==> config.mk <==
export PLATFORM = sky130hd
export DESIGN_NAME = kmw_top
export DESIGN_NICKNAME = d
export VERILOG_FILES = /design/src/design/kmw_pkg.sv /design/src/design/kmw_sync.sv /design/src/design/kmw_irq_latch.sv /design/src/design/kmw_top.sv
export SDC_FILE = /design/constraint.sdc
export NUM_CORES = 1
export LEC_CHECK = 0
export BUFFER_PORTS_ARGS = -buffer_cell sky130_fd_sc_hd__buf_2
export CORE_MARGIN = 3
export CORE_UTILIZATION = 45
export CTS_CLUSTER_DIAMETER = 80
export DETAILED_ROUTE_END_ITERATION = 8
export PLACE_DENSITY_LB_ADDON = 0.1
export SYNTH_ARGS = -nofsm -noshare
export SYNTH_HDL_FRONTEND = slang
export SYNTH_HIERARCHICAL = 1
export SYNTH_SLANG_ARGS = --single-unit
export TNS_END_PERCENT = 1
==> constraint.sdc <==
create_clock -name hclk -period 2.3 [get_ports hclk]
set_input_delay 0.115 -clock hclk [delete_from_list [all_inputs] [get_ports hclk]]
set_output_delay 0.115 -clock hclk [all_outputs]
set_load 0.05 [all_outputs]
==> src/design/kmw_pkg.sv <==
// Package with the register map, field positions and encodings of the wake and isolation block
package kmw_pkg;

  // Register byte offsets (low address byte decoded)
  localparam logic [7:0] OFF_WAKE_STS = 8'h10;
  localparam logic [7:0] OFF_WAKE_CLR = 8'h14;
  localparam logic [7:0] OFF_WAKE_EN = 8'h18;
  localparam logic [7:0] OFF_GLOBAL_WAKE = 8'h1C;
  localparam logic [7:0] OFF_CORE_RESET = 8'h2C;
  localparam logic [7:0] OFF_LATCH_ISO = 8'hF0;

  // Logical device that holds the latch and isolation register
  localparam logic [7:0] LATCH_ISO_LDEV = 8'h07;

  // Core reset register fields
  localparam int CORE_RST_BIT = 6;
  localparam logic [7:0] CORE_RST_RESET = 8'h00;

  // Latch and isolation register fields
  localparam int KBD_LATCH_SEL_BIT = 3;
  localparam int MOUSE_LATCH_SEL_BIT = 4;
  localparam int KBD_ISO_BIT = 5;
  localparam int MOUSE_ISO_BIT = 6;
  localparam logic [7:0] LATCH_ISO_RESET = 8'h00;

  // Wake status, clear and enable layout
  localparam int WAKE_W = 4;
  localparam int WAKE_KBD_IRQ = 0;
  localparam int WAKE_MOUSE_IRQ = 1;
  localparam int WAKE_KBD_DATA = 2;
  localparam int WAKE_MOUSE_DATA = 3;
  localparam logic [3:0] WAKE_STS_RESET = 4'h0;
  localparam logic [3:0] WAKE_EN_RESET = 4'h0;
  localparam int GLOBAL_WAKE_BIT = 0;
  localparam logic GLOBAL_WAKE_RESET = 1'b0;

  // Synchroniser lanes
  localparam int SYNC_W = 5;
  localparam int SY_KBD_CLK = 0;
  localparam int SY_KBD_DAT = 1;
  localparam int SY_MOUSE_CLK = 2;
  localparam int SY_MOUSE_DAT = 3;
  localparam int SY_MAIN_PWR = 4;
  // Lines idle high, so a reset value of one hides false edges at release
  localparam logic [4:0] SYNC_RESET = 5'h1F;

  // Level shown to the core on a blocked line (released open-drain level)
  localparam logic ISO_LEVEL = 1'b1;

  // AHB encodings
  localparam logic [1:0] HTRANS_NONSEQ = 2'h2;
  localparam logic HRESP_OKAY = 1'b0;

  // Bus slave states
  typedef enum logic [3:0] {
    BUS_IDLE = 4'h1,
    BUS_WRITE = 4'h2,
    BUS_RD_WAIT = 4'h4,
    BUS_RD_DONE = 4'h8
  } kmw_bus_state_t;

endpackage

==> src/design/kmw_sync.sv <==
// Two flip-flop synchroniser for a group of asynchronous levels
`timescale 1ns/1ns
module kmw_sync #(
  parameter int WIDTH = 1,
  parameter logic [WIDTH-1:0] RESET_VAL = '0
) (
  input wire logic hclk, // Block clock
  input wire logic hresetn, // Async reset, active low
  input wire logic [WIDTH-1:0] async_in, // Levels from outside the clock domain
  output logic [WIDTH-1:0] sync_out // Synchronised levels
);

  logic [WIDTH-1:0] meta_ff;
  logic [WIDTH-1:0] sync_ff;

  always_ff @(posedge hclk or negedge hresetn) begin
    if (!hresetn) begin
      meta_ff <= RESET_VAL;
      sync_ff <= RESET_VAL;
    end else begin
      meta_ff <= async_in;
      sync_ff <= meta_ff;
    end
  end

  assign sync_out = sync_ff;

endmodule // kmw_sync

==> src/design/kmw_irq_latch.sv <==
// Latch on one core interrupt with selectable output form
`timescale 1ns/1ns
module kmw_irq_latch (
  input wire logic hclk, // Block clock
  input wire logic hresetn, // Async reset, active low
  input wire logic raw_irq, // Interrupt from the controller core
  input wire logic latch_sel, // 0: raw AND latched, 1: latched alone
  output logic irq_out, // Registered interrupt toward the system
  output logic irq_rise // One-cycle pulse on a rising raw interrupt
);

  logic prev_ff;
  logic latched_ff;
  logic out_ff;

  assign irq_rise = raw_irq & ~prev_ff;

  always_ff @(posedge hclk or negedge hresetn) begin
    if (!hresetn) begin
      prev_ff <= 1'b0;
    end else begin
      prev_ff <= raw_irq;
    end
  end

  // Set on the rising edge, dropped as soon as the core lets go
  always_ff @(posedge hclk or negedge hresetn) begin
    if (!hresetn) begin
      latched_ff <= 1'b0;
    end else if (!raw_irq) begin
      latched_ff <= 1'b0;
    end else if (irq_rise) begin
      latched_ff <= 1'b1;
    end
  end

  always_ff @(posedge hclk or negedge hresetn) begin
    if (!hresetn) begin
      out_ff <= 1'b0;
    end else if (latch_sel) begin
      out_ff <= latched_ff;
    end else begin
      out_ff <= raw_irq & latched_ff;
    end
  end

  assign irq_out = out_ff;

endmodule // kmw_irq_latch

==> src/design/kmw_top.sv <==
// Keyboard and mouse wake, interrupt latch and isolation glue with an AHB-Lite register slave
//
// The AHB-Lite slave port was chosen for this implementation.
`timescale 1ns/1ns
module kmw_top (
  input wire logic hclk, // Bus and block clock, 100 MHz
  input wire logic hresetn, // Async reset, active low
  // AHB-Lite slave
  input wire logic hsel, // Slave select
  input wire logic [31:0] haddr, // Byte address
  input wire logic [1:0] htrans, // Transfer type
  input wire logic hwrite, // Write when high
  input wire logic [2:0] hsize, // Transfer size, word only
  input wire logic [31:0] hwdata, // Write data
  input wire logic hready, // Bus ready
  output logic hreadyout, // Slave ready
  output logic hresp, // Always OKAY
  output logic [31:0] hrdata, // Read data, registered
  // External lines
  input wire logic kbd_clock_line, // Keyboard clock pin level
  input wire logic kbd_data_line, // Keyboard data pin level
  input wire logic mouse_clock_line, // Mouse clock pin level
  input wire logic mouse_data_line, // Mouse data pin level
  input wire logic main_power_ok, // High while main power is present
  // Controller core side
  input wire logic core_kbd_irq, // Raw keyboard interrupt from the core
  input wire logic core_mouse_irq, // Raw mouse interrupt from the core
  output logic core_kbd_clock, // Keyboard clock into the core
  output logic core_kbd_data, // Keyboard data into the core
  output logic core_mouse_clock, // Mouse clock into the core
  output logic core_mouse_data, // Mouse data into the core
  output logic core_reset, // Holds the core in reset, active high
  // System side
  output logic kbd_irq, // Keyboard interrupt toward the system
  output logic mouse_irq, // Mouse interrupt toward the system
  output logic wake_pme // Power management event, level, active high
);

  kmw_pkg::kmw_bus_state_t state_ff;
  kmw_pkg::kmw_bus_state_t nxt_state;
  logic [7:0] addr_ff;
  logic [31:0] hrdata_ff;
  logic [31:0] rd_mux;
  logic accept;
  logic wr_en;
  logic [7:0] core_reset_ff;
  logic [7:0] latch_iso_ff;
  logic [3:0] wake_sts_ff;
  logic [3:0] wake_en_ff;
  logic global_wake_ff;
  logic [3:0] wake_clr;
  logic [3:0] wake_set;
  logic [4:0] line_sync;
  logic kbd_dat_prev_ff;
  logic mouse_dat_prev_ff;
  logic kbd_dat_fall;
  logic mouse_dat_fall;
  logic kbd_rise;
  logic mouse_rise;
  logic main_pwr;
  logic kbd_iso;
  logic mouse_iso;
  logic core_kbd_clock_ff;
  logic core_kbd_data_ff;
  logic core_mouse_clock_ff;
  logic core_mouse_data_ff;
  logic pme_ff;

  // ---------------- Bus slave ----------------

  assign accept = hsel & hready & (htrans == kmw_pkg::HTRANS_NONSEQ);

  // Reads take one wait state so a read right after a write sees the new value
  always_comb begin
    nxt_state = state_ff;
    unique case (state_ff)
      kmw_pkg::BUS_IDLE, kmw_pkg::BUS_WRITE, kmw_pkg::BUS_RD_DONE: begin
        if (accept) begin
          nxt_state = hwrite ? kmw_pkg::BUS_WRITE : kmw_pkg::BUS_RD_WAIT;
        end else begin
          nxt_state = kmw_pkg::BUS_IDLE;
        end
      end
      kmw_pkg::BUS_RD_WAIT: begin
        nxt_state = kmw_pkg::BUS_RD_DONE;
      end
      default: begin
        nxt_state = kmw_pkg::BUS_IDLE;
      end
    endcase
  end

  always_ff @(posedge hclk or negedge hresetn) begin
    if (!hresetn) begin
      state_ff <= kmw_pkg::BUS_IDLE;
    end else begin
      state_ff <= nxt_state;
    end
  end

  // Upper address bits are not decoded, so the map repeats every 256 bytes
  always_ff @(posedge hclk or negedge hresetn) begin
    if (!hresetn) begin
      addr_ff <= 8'h00;
    end else if (accept) begin
      addr_ff <= haddr[7:0];
    end
  end

  assign wr_en = (state_ff == kmw_pkg::BUS_WRITE);
  assign hreadyout = (state_ff != kmw_pkg::BUS_RD_WAIT);
  assign hresp = kmw_pkg::HRESP_OKAY;

  always_comb begin
    rd_mux = 32'h0000_0000;
    unique case (addr_ff)
      kmw_pkg::OFF_WAKE_STS: rd_mux = {28'h000_0000, wake_sts_ff};
      kmw_pkg::OFF_WAKE_EN: rd_mux = {28'h000_0000, wake_en_ff};
      kmw_pkg::OFF_GLOBAL_WAKE: rd_mux = {31'h0000_0000, global_wake_ff};
      kmw_pkg::OFF_CORE_RESET: rd_mux = {24'h00_0000, core_reset_ff};
      kmw_pkg::OFF_LATCH_ISO: rd_mux = {24'h00_0000, latch_iso_ff};
      default: rd_mux = 32'h0000_0000;
    endcase
  end

  always_ff @(posedge hclk or negedge hresetn) begin
    if (!hresetn) begin
      hrdata_ff <= 32'h0000_0000;
    end else if (state_ff == kmw_pkg::BUS_RD_WAIT) begin
      hrdata_ff <= rd_mux;
    end
  end

  assign hrdata = hrdata_ff;

  // ---------------- Configuration registers ----------------

  // Stored whole byte; only bit 6 drives core_reset, so any write with bit 6 clear releases the core
  always_ff @(posedge hclk or negedge hresetn) begin
    if (!hresetn) begin
      core_reset_ff <= kmw_pkg::CORE_RST_RESET;
    end else if (wr_en && addr_ff == kmw_pkg::OFF_CORE_RESET) begin
      core_reset_ff <= hwdata[7:0];
    end
  end

  assign core_reset = core_reset_ff[kmw_pkg::CORE_RST_BIT];

  always_ff @(posedge hclk or negedge hresetn) begin
    if (!hresetn) begin
      latch_iso_ff <= kmw_pkg::LATCH_ISO_RESET;
    end else if (wr_en && addr_ff == kmw_pkg::OFF_LATCH_ISO) begin
      latch_iso_ff <= hwdata[7:0];
    end
  end

  assign kbd_iso = latch_iso_ff[kmw_pkg::KBD_ISO_BIT];
  assign mouse_iso = latch_iso_ff[kmw_pkg::MOUSE_ISO_BIT];

  always_ff @(posedge hclk or negedge hresetn) begin
    if (!hresetn) begin
      wake_en_ff <= kmw_pkg::WAKE_EN_RESET;
    end else if (wr_en && addr_ff == kmw_pkg::OFF_WAKE_EN) begin
      wake_en_ff <= hwdata[3:0];
    end
  end

  always_ff @(posedge hclk or negedge hresetn) begin
    if (!hresetn) begin
      global_wake_ff <= kmw_pkg::GLOBAL_WAKE_RESET;
    end else if (wr_en && addr_ff == kmw_pkg::OFF_GLOBAL_WAKE) begin
      global_wake_ff <= hwdata[kmw_pkg::GLOBAL_WAKE_BIT];
    end
  end

  // ---------------- Line synchronisers and isolation ----------------

  kmw_sync #(
    .WIDTH(kmw_pkg::SYNC_W),
    .RESET_VAL(kmw_pkg::SYNC_RESET)
  ) u_sync (
    .hclk(hclk),
    .hresetn(hresetn),
    .async_in({main_power_ok, mouse_data_line, mouse_clock_line,
               kbd_data_line, kbd_clock_line}),
    .sync_out(line_sync)
  );

  assign main_pwr = line_sync[kmw_pkg::SY_MAIN_PWR];

  // Blocked lines show the idle level so the core sees no traffic
  always_ff @(posedge hclk or negedge hresetn) begin
    if (!hresetn) begin
      core_kbd_clock_ff <= kmw_pkg::ISO_LEVEL;
      core_kbd_data_ff <= kmw_pkg::ISO_LEVEL;
    end else if (kbd_iso) begin
      core_kbd_clock_ff <= kmw_pkg::ISO_LEVEL;
      core_kbd_data_ff <= kmw_pkg::ISO_LEVEL;
    end else begin
      core_kbd_clock_ff <= line_sync[kmw_pkg::SY_KBD_CLK];
      core_kbd_data_ff <= line_sync[kmw_pkg::SY_KBD_DAT];
    end
  end

  always_ff @(posedge hclk or negedge hresetn) begin
    if (!hresetn) begin
      core_mouse_clock_ff <= kmw_pkg::ISO_LEVEL;
      core_mouse_data_ff <= kmw_pkg::ISO_LEVEL;
    end else if (mouse_iso) begin
      core_mouse_clock_ff <= kmw_pkg::ISO_LEVEL;
      core_mouse_data_ff <= kmw_pkg::ISO_LEVEL;
    end else begin
      core_mouse_clock_ff <= line_sync[kmw_pkg::SY_MOUSE_CLK];
      core_mouse_data_ff <= line_sync[kmw_pkg::SY_MOUSE_DAT];
    end
  end

  assign core_kbd_clock = core_kbd_clock_ff;
  assign core_kbd_data = core_kbd_data_ff;
  assign core_mouse_clock = core_mouse_clock_ff;
  assign core_mouse_data = core_mouse_data_ff;

  // ---------------- Interrupt latches ----------------

  kmw_irq_latch u_kbd_latch (
    .hclk(hclk),
    .hresetn(hresetn),
    .raw_irq(core_kbd_irq),
    .latch_sel(latch_iso_ff[kmw_pkg::KBD_LATCH_SEL_BIT]),
    .irq_out(kbd_irq),
    .irq_rise(kbd_rise)
  );

  kmw_irq_latch u_mouse_latch (
    .hclk(hclk),
    .hresetn(hresetn),
    .raw_irq(core_mouse_irq),
    .latch_sel(latch_iso_ff[kmw_pkg::MOUSE_LATCH_SEL_BIT]),
    .irq_out(mouse_irq),
    .irq_rise(mouse_rise)
  );

  // ---------------- Wake detection ----------------

  // Taps the synchronised pins ahead of the isolation gates
  always_ff @(posedge hclk or negedge hresetn) begin
    if (!hresetn) begin
      kbd_dat_prev_ff <= 1'b1;
      mouse_dat_prev_ff <= 1'b1;
    end else begin
      kbd_dat_prev_ff <= line_sync[kmw_pkg::SY_KBD_DAT];
      mouse_dat_prev_ff <= line_sync[kmw_pkg::SY_MOUSE_DAT];
    end
  end

  // Falling edge is the active edge: a start bit pulls data low
  assign kbd_dat_fall = kbd_dat_prev_ff & ~line_sync[kmw_pkg::SY_KBD_DAT];
  assign mouse_dat_fall = mouse_dat_prev_ff & ~line_sync[kmw_pkg::SY_MOUSE_DAT];

  always_comb begin
    wake_set = 4'h0;
    wake_set[kmw_pkg::WAKE_KBD_IRQ] = kbd_rise & main_pwr;
    wake_set[kmw_pkg::WAKE_MOUSE_IRQ] = mouse_rise & main_pwr;
    wake_set[kmw_pkg::WAKE_KBD_DATA] = kbd_dat_fall;
    wake_set[kmw_pkg::WAKE_MOUSE_DATA] = mouse_dat_fall;
  end

  assign wake_clr = (wr_en && addr_ff == kmw_pkg::OFF_WAKE_CLR) ? hwdata[3:0] : 4'h0;

  // A new event in the clearing cycle survives the clear
  always_ff @(posedge hclk or negedge hresetn) begin
    if (!hresetn) begin
      wake_sts_ff <= kmw_pkg::WAKE_STS_RESET;
    end else begin
      wake_sts_ff <= (wake_sts_ff & ~wake_clr) | wake_set;
    end
  end

  always_ff @(posedge hclk or negedge hresetn) begin
    if (!hresetn) begin
      pme_ff <= 1'b0;
    end else begin
      pme_ff <= global_wake_ff & (|(wake_sts_ff & wake_en_ff));
    end
  end

  assign wake_pme = pme_ff;

endmodule // kmw_top

==> flow_results.xml <==
<?xml version="1.0" encoding="UTF-8"?>
<metrics>
  <group name="clock_network">
    <metric name="clock_tree.buffer_depth" unit="">2</metric>
    <metric name="htree_levels" unit="">3</metric>
    <metric name="tritoncts_num_sinks" unit="">68</metric>
    <metric name="tritoncts.num_buffers" unit="">9</metric>
    <metric name="cts_tree" unit="">yes</metric>
    <metric name="clk_pin_slew_worst_paths" unit="ns">0.07</metric>
    <metric name="cts_post_setup_buffers_inserted" unit="">0</metric>
    <metric name="clock-root-buffer" unit="">sky130_fd_sc_hd__clkbuf_8</metric>
    <metric name="clkLatencyLatePin" unit="ns">0.34</metric>
  </group>
  <group name="run">
    <metric name="cap_violations" unit="">0</metric>
  </group>
  <group name="outcome">
    <metric name="status" unit="">finished, final reports clean</metric>
  </group>
  <group name="synth">
    <metric name="synthTopCellsByArea" unit="">sky130_fd_sc_hd__dfrtp_1, sky130_fd_sc_hd__dfstp_2, sky130_fd_sc_hd__mux2_2, sky130_fd_sc_hd__buf_4, sky130_fd_sc_hd__a22o_1</metric>
    <metric name="netlist_top_cells_count" unit="">sky130_fd_sc_hd__dfrtp_1, sky130_fd_sc_hd__mux2_2, sky130_fd_sc_hd__buf_4, sky130_fd_sc_hd__nor2_1, sky130_fd_sc_hd__dfstp_2</metric>
    <metric name="netlist_instances" unit="">233</metric>
    <metric name="synth_flop_cell" unit="">sky130_fd_sc_hd__dfrtp_1</metric>
    <metric name="ys_seq_area_share" unit="%">58.1</metric>
    <metric name="synth.yosys.warnings" unit="">6</metric>
    <metric name="average_size_of_a_mapped_cell" unit="um^2">12.7</metric>
    <metric name="yosys.area.top_type" unit="">sky130_fd_sc_hd__dfrtp_1</metric>
    <metric name="yosysMostFrequentCell" unit="">sky130_fd_sc_hd__dfrtp_1</metric>
    <metric name="postSynth.asyncResetShare" unit="%">100</metric>
    <metric name="syn_area" unit="mm^2">0.00297</metric>
    <metric name="netlist.area_leader.share" unit="%">43.0</metric>
    <metric name="number_of_distinct_library_cell_variants_in_the_gate_level_netlist_after_synthesis" unit="">44</metric>
    <metric name="number_of_enable_flip_flop_cells_after_synthesis" unit="">0</metric>
    <metric name="ys_seq_elements" unit="">68</metric>
  </group>
  <group name="timing">
    <metric name="finalHoldViolations" unit="">0</metric>
    <metric name="worst_slew_margin_rel" unit="%">63.4</metric>
    <metric name="finalCritPeriodShare" unit="%">86.4</metric>
    <metric name="whs" unit="ns">0.0202</metric>
    <metric name="report.final.setup_viol" unit="">0</metric>
    <metric name="timing.fmax" unit="MHz">503</metric>
    <metric name="worst-slew-pin-transition" unit="ns">0.549</metric>
    <metric name="timing_max_transition_violations_final" unit="">0</metric>
    <metric name="min_period" unit="ns">1.99</metric>
    <metric name="clock_skew" unit="ns">0.00586</metric>
    <metric name="grt_setup_unrepaired" unit="">false</metric>
    <metric name="tns" unit="ns">0</metric>
  </group>
  <group name="placed_design">
    <metric name="placed_cells" unit="">353</metric>
    <metric name="port-buffer-count" unit="">46</metric>
    <metric name="gp_congestion" unit="">0.788</metric>
    <metric name="place.detailed.hpwl" unit="mm">4.02</metric>
  </group>
  <group name="grt">
    <metric name="grt_antenna_before_repair" unit="">0</metric>
    <metric name="track_usage" unit="%">16.5</metric>
    <metric name="grt_start_max_net_pins" unit="">27</metric>
    <metric name="first_global_vias" unit="">1939</metric>
    <metric name="grt_first_pass_wirelength" unit="mm">9.33</metric>
    <metric name="grt_remaining_overflow" unit="">0</metric>
  </group>
  <group name="detailed_routing">
    <metric name="post_drt_via_cell_ratio" unit="">5.01</metric>
    <metric name="mean_routed_wirelength_per_cell" unit="um">14.6</metric>
    <metric name="route.antenna.remaining_nets" unit="">0</metric>
    <metric name="routed-via-count" unit="">1938</metric>
    <metric name="detail_route.first_pass.iterations" unit="">4</metric>
    <metric name="postRouteWirelength" unit="mm">5.65</metric>
    <metric name="remaining_drc_errors" unit="">0</metric>
    <metric name="detail_route.iter0.violations" unit="">92</metric>
  </group>
  <group name="setup_path">
    <metric name="critical_path_arrival" unit="ns">2.22</metric>
    <metric name="timing_worst_setup_path_type" unit="">flip-flop to flip-flop</metric>
    <metric name="startpoint_type" unit="">flip-flop</metric>
    <metric name="ff2ff_path_depth" unit="">4</metric>
    <metric name="timing.critical_path.required" unit="ns">2.53</metric>
    <metric name="cp_max_fo" unit="">8</metric>
    <metric name="endpoint_kind" unit="">flip-flop</metric>
  </group>
  <group name="finish">
    <metric name="final-instance-count-excl-fill" unit="">387</metric>
    <metric name="diodes_inserted" unit="">0</metric>
    <metric name="nets" unit="">388</metric>
    <metric name="layout_cells_sized_above_1" unit="%">41.3</metric>
    <metric name="layout-area-overhead-vs-synth" unit="%">21.8</metric>
  </group>
  <group name="die">
    <metric name="die-height" unit="um">87.2</metric>
    <metric name="dieArea" unit="mm^2">0.00760</metric>
    <metric name="placement_rows" unit="">28</metric>
    <metric name="die_width" unit="um">87.2</metric>
    <metric name="initial_core_util" unit="%">48.4</metric>
    <metric name="core_area" unit="mm^2">0.00613</metric>
    <metric name="num_ports" unit="">123</metric>
  </group>
  <group name="power">
    <metric name="max-vdd-ir-drop" unit="V">0.000405</metric>
    <metric name="power_density_over_the_cells" unit="mW/mm^2">778</metric>
    <metric name="total_leakage_power" unit="nW">1.72</metric>
  </group>
  <group name="worst_hold_path">
    <metric name="number_of_stages_on_the_worst_hold_path" unit="">2</metric>
    <metric name="hold_path_class" unit="">input port to flip-flop</metric>
  </group>
</metrics>
-- cells in the final DEF, fill, tap and decap left out, types with 2 or more instances in the layout --
cell type,Yosys,final
sky130_fd_sc_hd__clkinv_2,0,2
sky130_fd_sc_hd__a21boi_2,2,2
sky130_fd_sc_hd__conb_1,1,25
sky130_fd_sc_hd__or2_2,4,4
sky130_fd_sc_hd__o21ai_0,3,3
sky130_fd_sc_hd__nor4_1,3,3
sky130_fd_sc_hd__nor4b_2,2,2
sky130_fd_sc_hd__nor2b_1,3,3
sky130_fd_sc_hd__inv_1,5,5
sky130_fd_sc_hd__a22o_1,9,9
sky130_fd_sc_hd__nand2_1,8,8
sky130_fd_sc_hd__a22oi_1,6,6
sky130_fd_sc_hd__dfrtp_1,51,51
sky130_fd_sc_hd__dlygate4sd3_1,0,18
sky130_fd_sc_hd__a21oi_1,5,5
sky130_fd_sc_hd__clkbuf_8,0,10
sky130_fd_sc_hd__nand4b_1,2,2
sky130_fd_sc_hd__mux2_2,30,30
sky130_fd_sc_hd__and3b_1,3,3
sky130_fd_sc_hd__nor3_1,3,3
sky130_fd_sc_hd__nor4_4,2,2
sky130_fd_sc_hd__buf_4,25,6
sky130_fd_sc_hd__nor2_1,19,19
sky130_fd_sc_hd__buf_2,1,46
sky130_fd_sc_hd__or2b_1,2,2
sky130_fd_sc_hd__dfstp_2,17,17
sky130_fd_sc_hd__a221oi_1,4,4
-- critical path: stages, from the launching register on --
cell and delay (ns):
sky130_fd_sc_hd__dfrtp_1 0.44, sky130_fd_sc_hd__or4b_4 0.61, sky130_fd_sc_hd__nor4_4 0.26, sky130_fd_sc_hd__buf_4 0.21, sky130_fd_sc_hd__mux2_2 0.35
-- cell families after synthesis --
family,Yosys count,synth area share (%)
flops,68,58.1
simple gates,60,12.7
buf+inv,37,7.89
compound gates,36,9.41
mux,31,11.7
other cells,1,0.126
-- registers in the layout, indices dropped and copies added (netlist names), 4 cells and up --
register         flops
hrdata               8
latch_iso_ff         8
wake_en_ff           4
state_ff             4
wake_sts_ff          4
u_sync/sync_out      5
u_sync/meta_ff       5
core_reset_ff        8
addr_ff              8
-- per-stage QoR --
step | worst slack, ns | instance area [um^2] | total power [mW] | utilization, %
4_1_cts | 0.315 | 3610 | 2.85 | 58.9
6_report | 0.312 | 3610 | 2.81 | 58.9
3_5_place_dp | 0.331 | 3210 | 1.76 | 52.4
2_1_floorplan | 0.239 | 3060 | 1.69 | -
5_1_grt | 0.250 | 3610 | 2.95 | 58.9
3_3_place_gp | 0.348 | 3210 | 1.75 | 52.4
-- power by group --
| part | internal (mW) | switching, mW |
|---|---|---|
| Sequential | 1.28 | 0.0767 |
| Combinational | 0.145 | 0.264 |
| Clock | 0.597 | 0.451 |
| Total | 2.02 | 0.791 |
-- timing repair --
action                    CTS  global route
gates resized for setup     0             0
hold buffers               18             0
hold endpoints to repair   29             0
-- layer usage --
layer	vias up	share of wire, %	track usage, %
met3	11	5.2	4.16
met2	55	47	25.3
met5	-	0	0
met4	0	2.0	8.79
met1	934	45	21.5
li1	938	-	-
-- cell type report --
type                       count  area (um^2)
fill                         516         2520
sequential                    68         1720
multi-input combinational    152         1100
timing repair buffer          70          455
clock buffer                  11          163
tap                           75         93.8
clock inverter                 5         55.1
inverter                       6         22.5
-- worst paths after layout --
path                                    from            endpoint  slack (ns)
max                              state_ff[3]     latch_iso_ff[7]        0.31
min                                 haddr[5]          addr_ff[5]        0.02
min reg2reg                u_sync/meta_ff[3]  u_sync/sync_out[3]        0.36
max in group asynchronous            hresetn         state_ff[0]        1.21
max reg2reg                      state_ff[3]     latch_iso_ff[7]        0.31
min in group asynchronous            hresetn    core_reset_ff[6]        0.29
(Power assumes the default switching activity.)
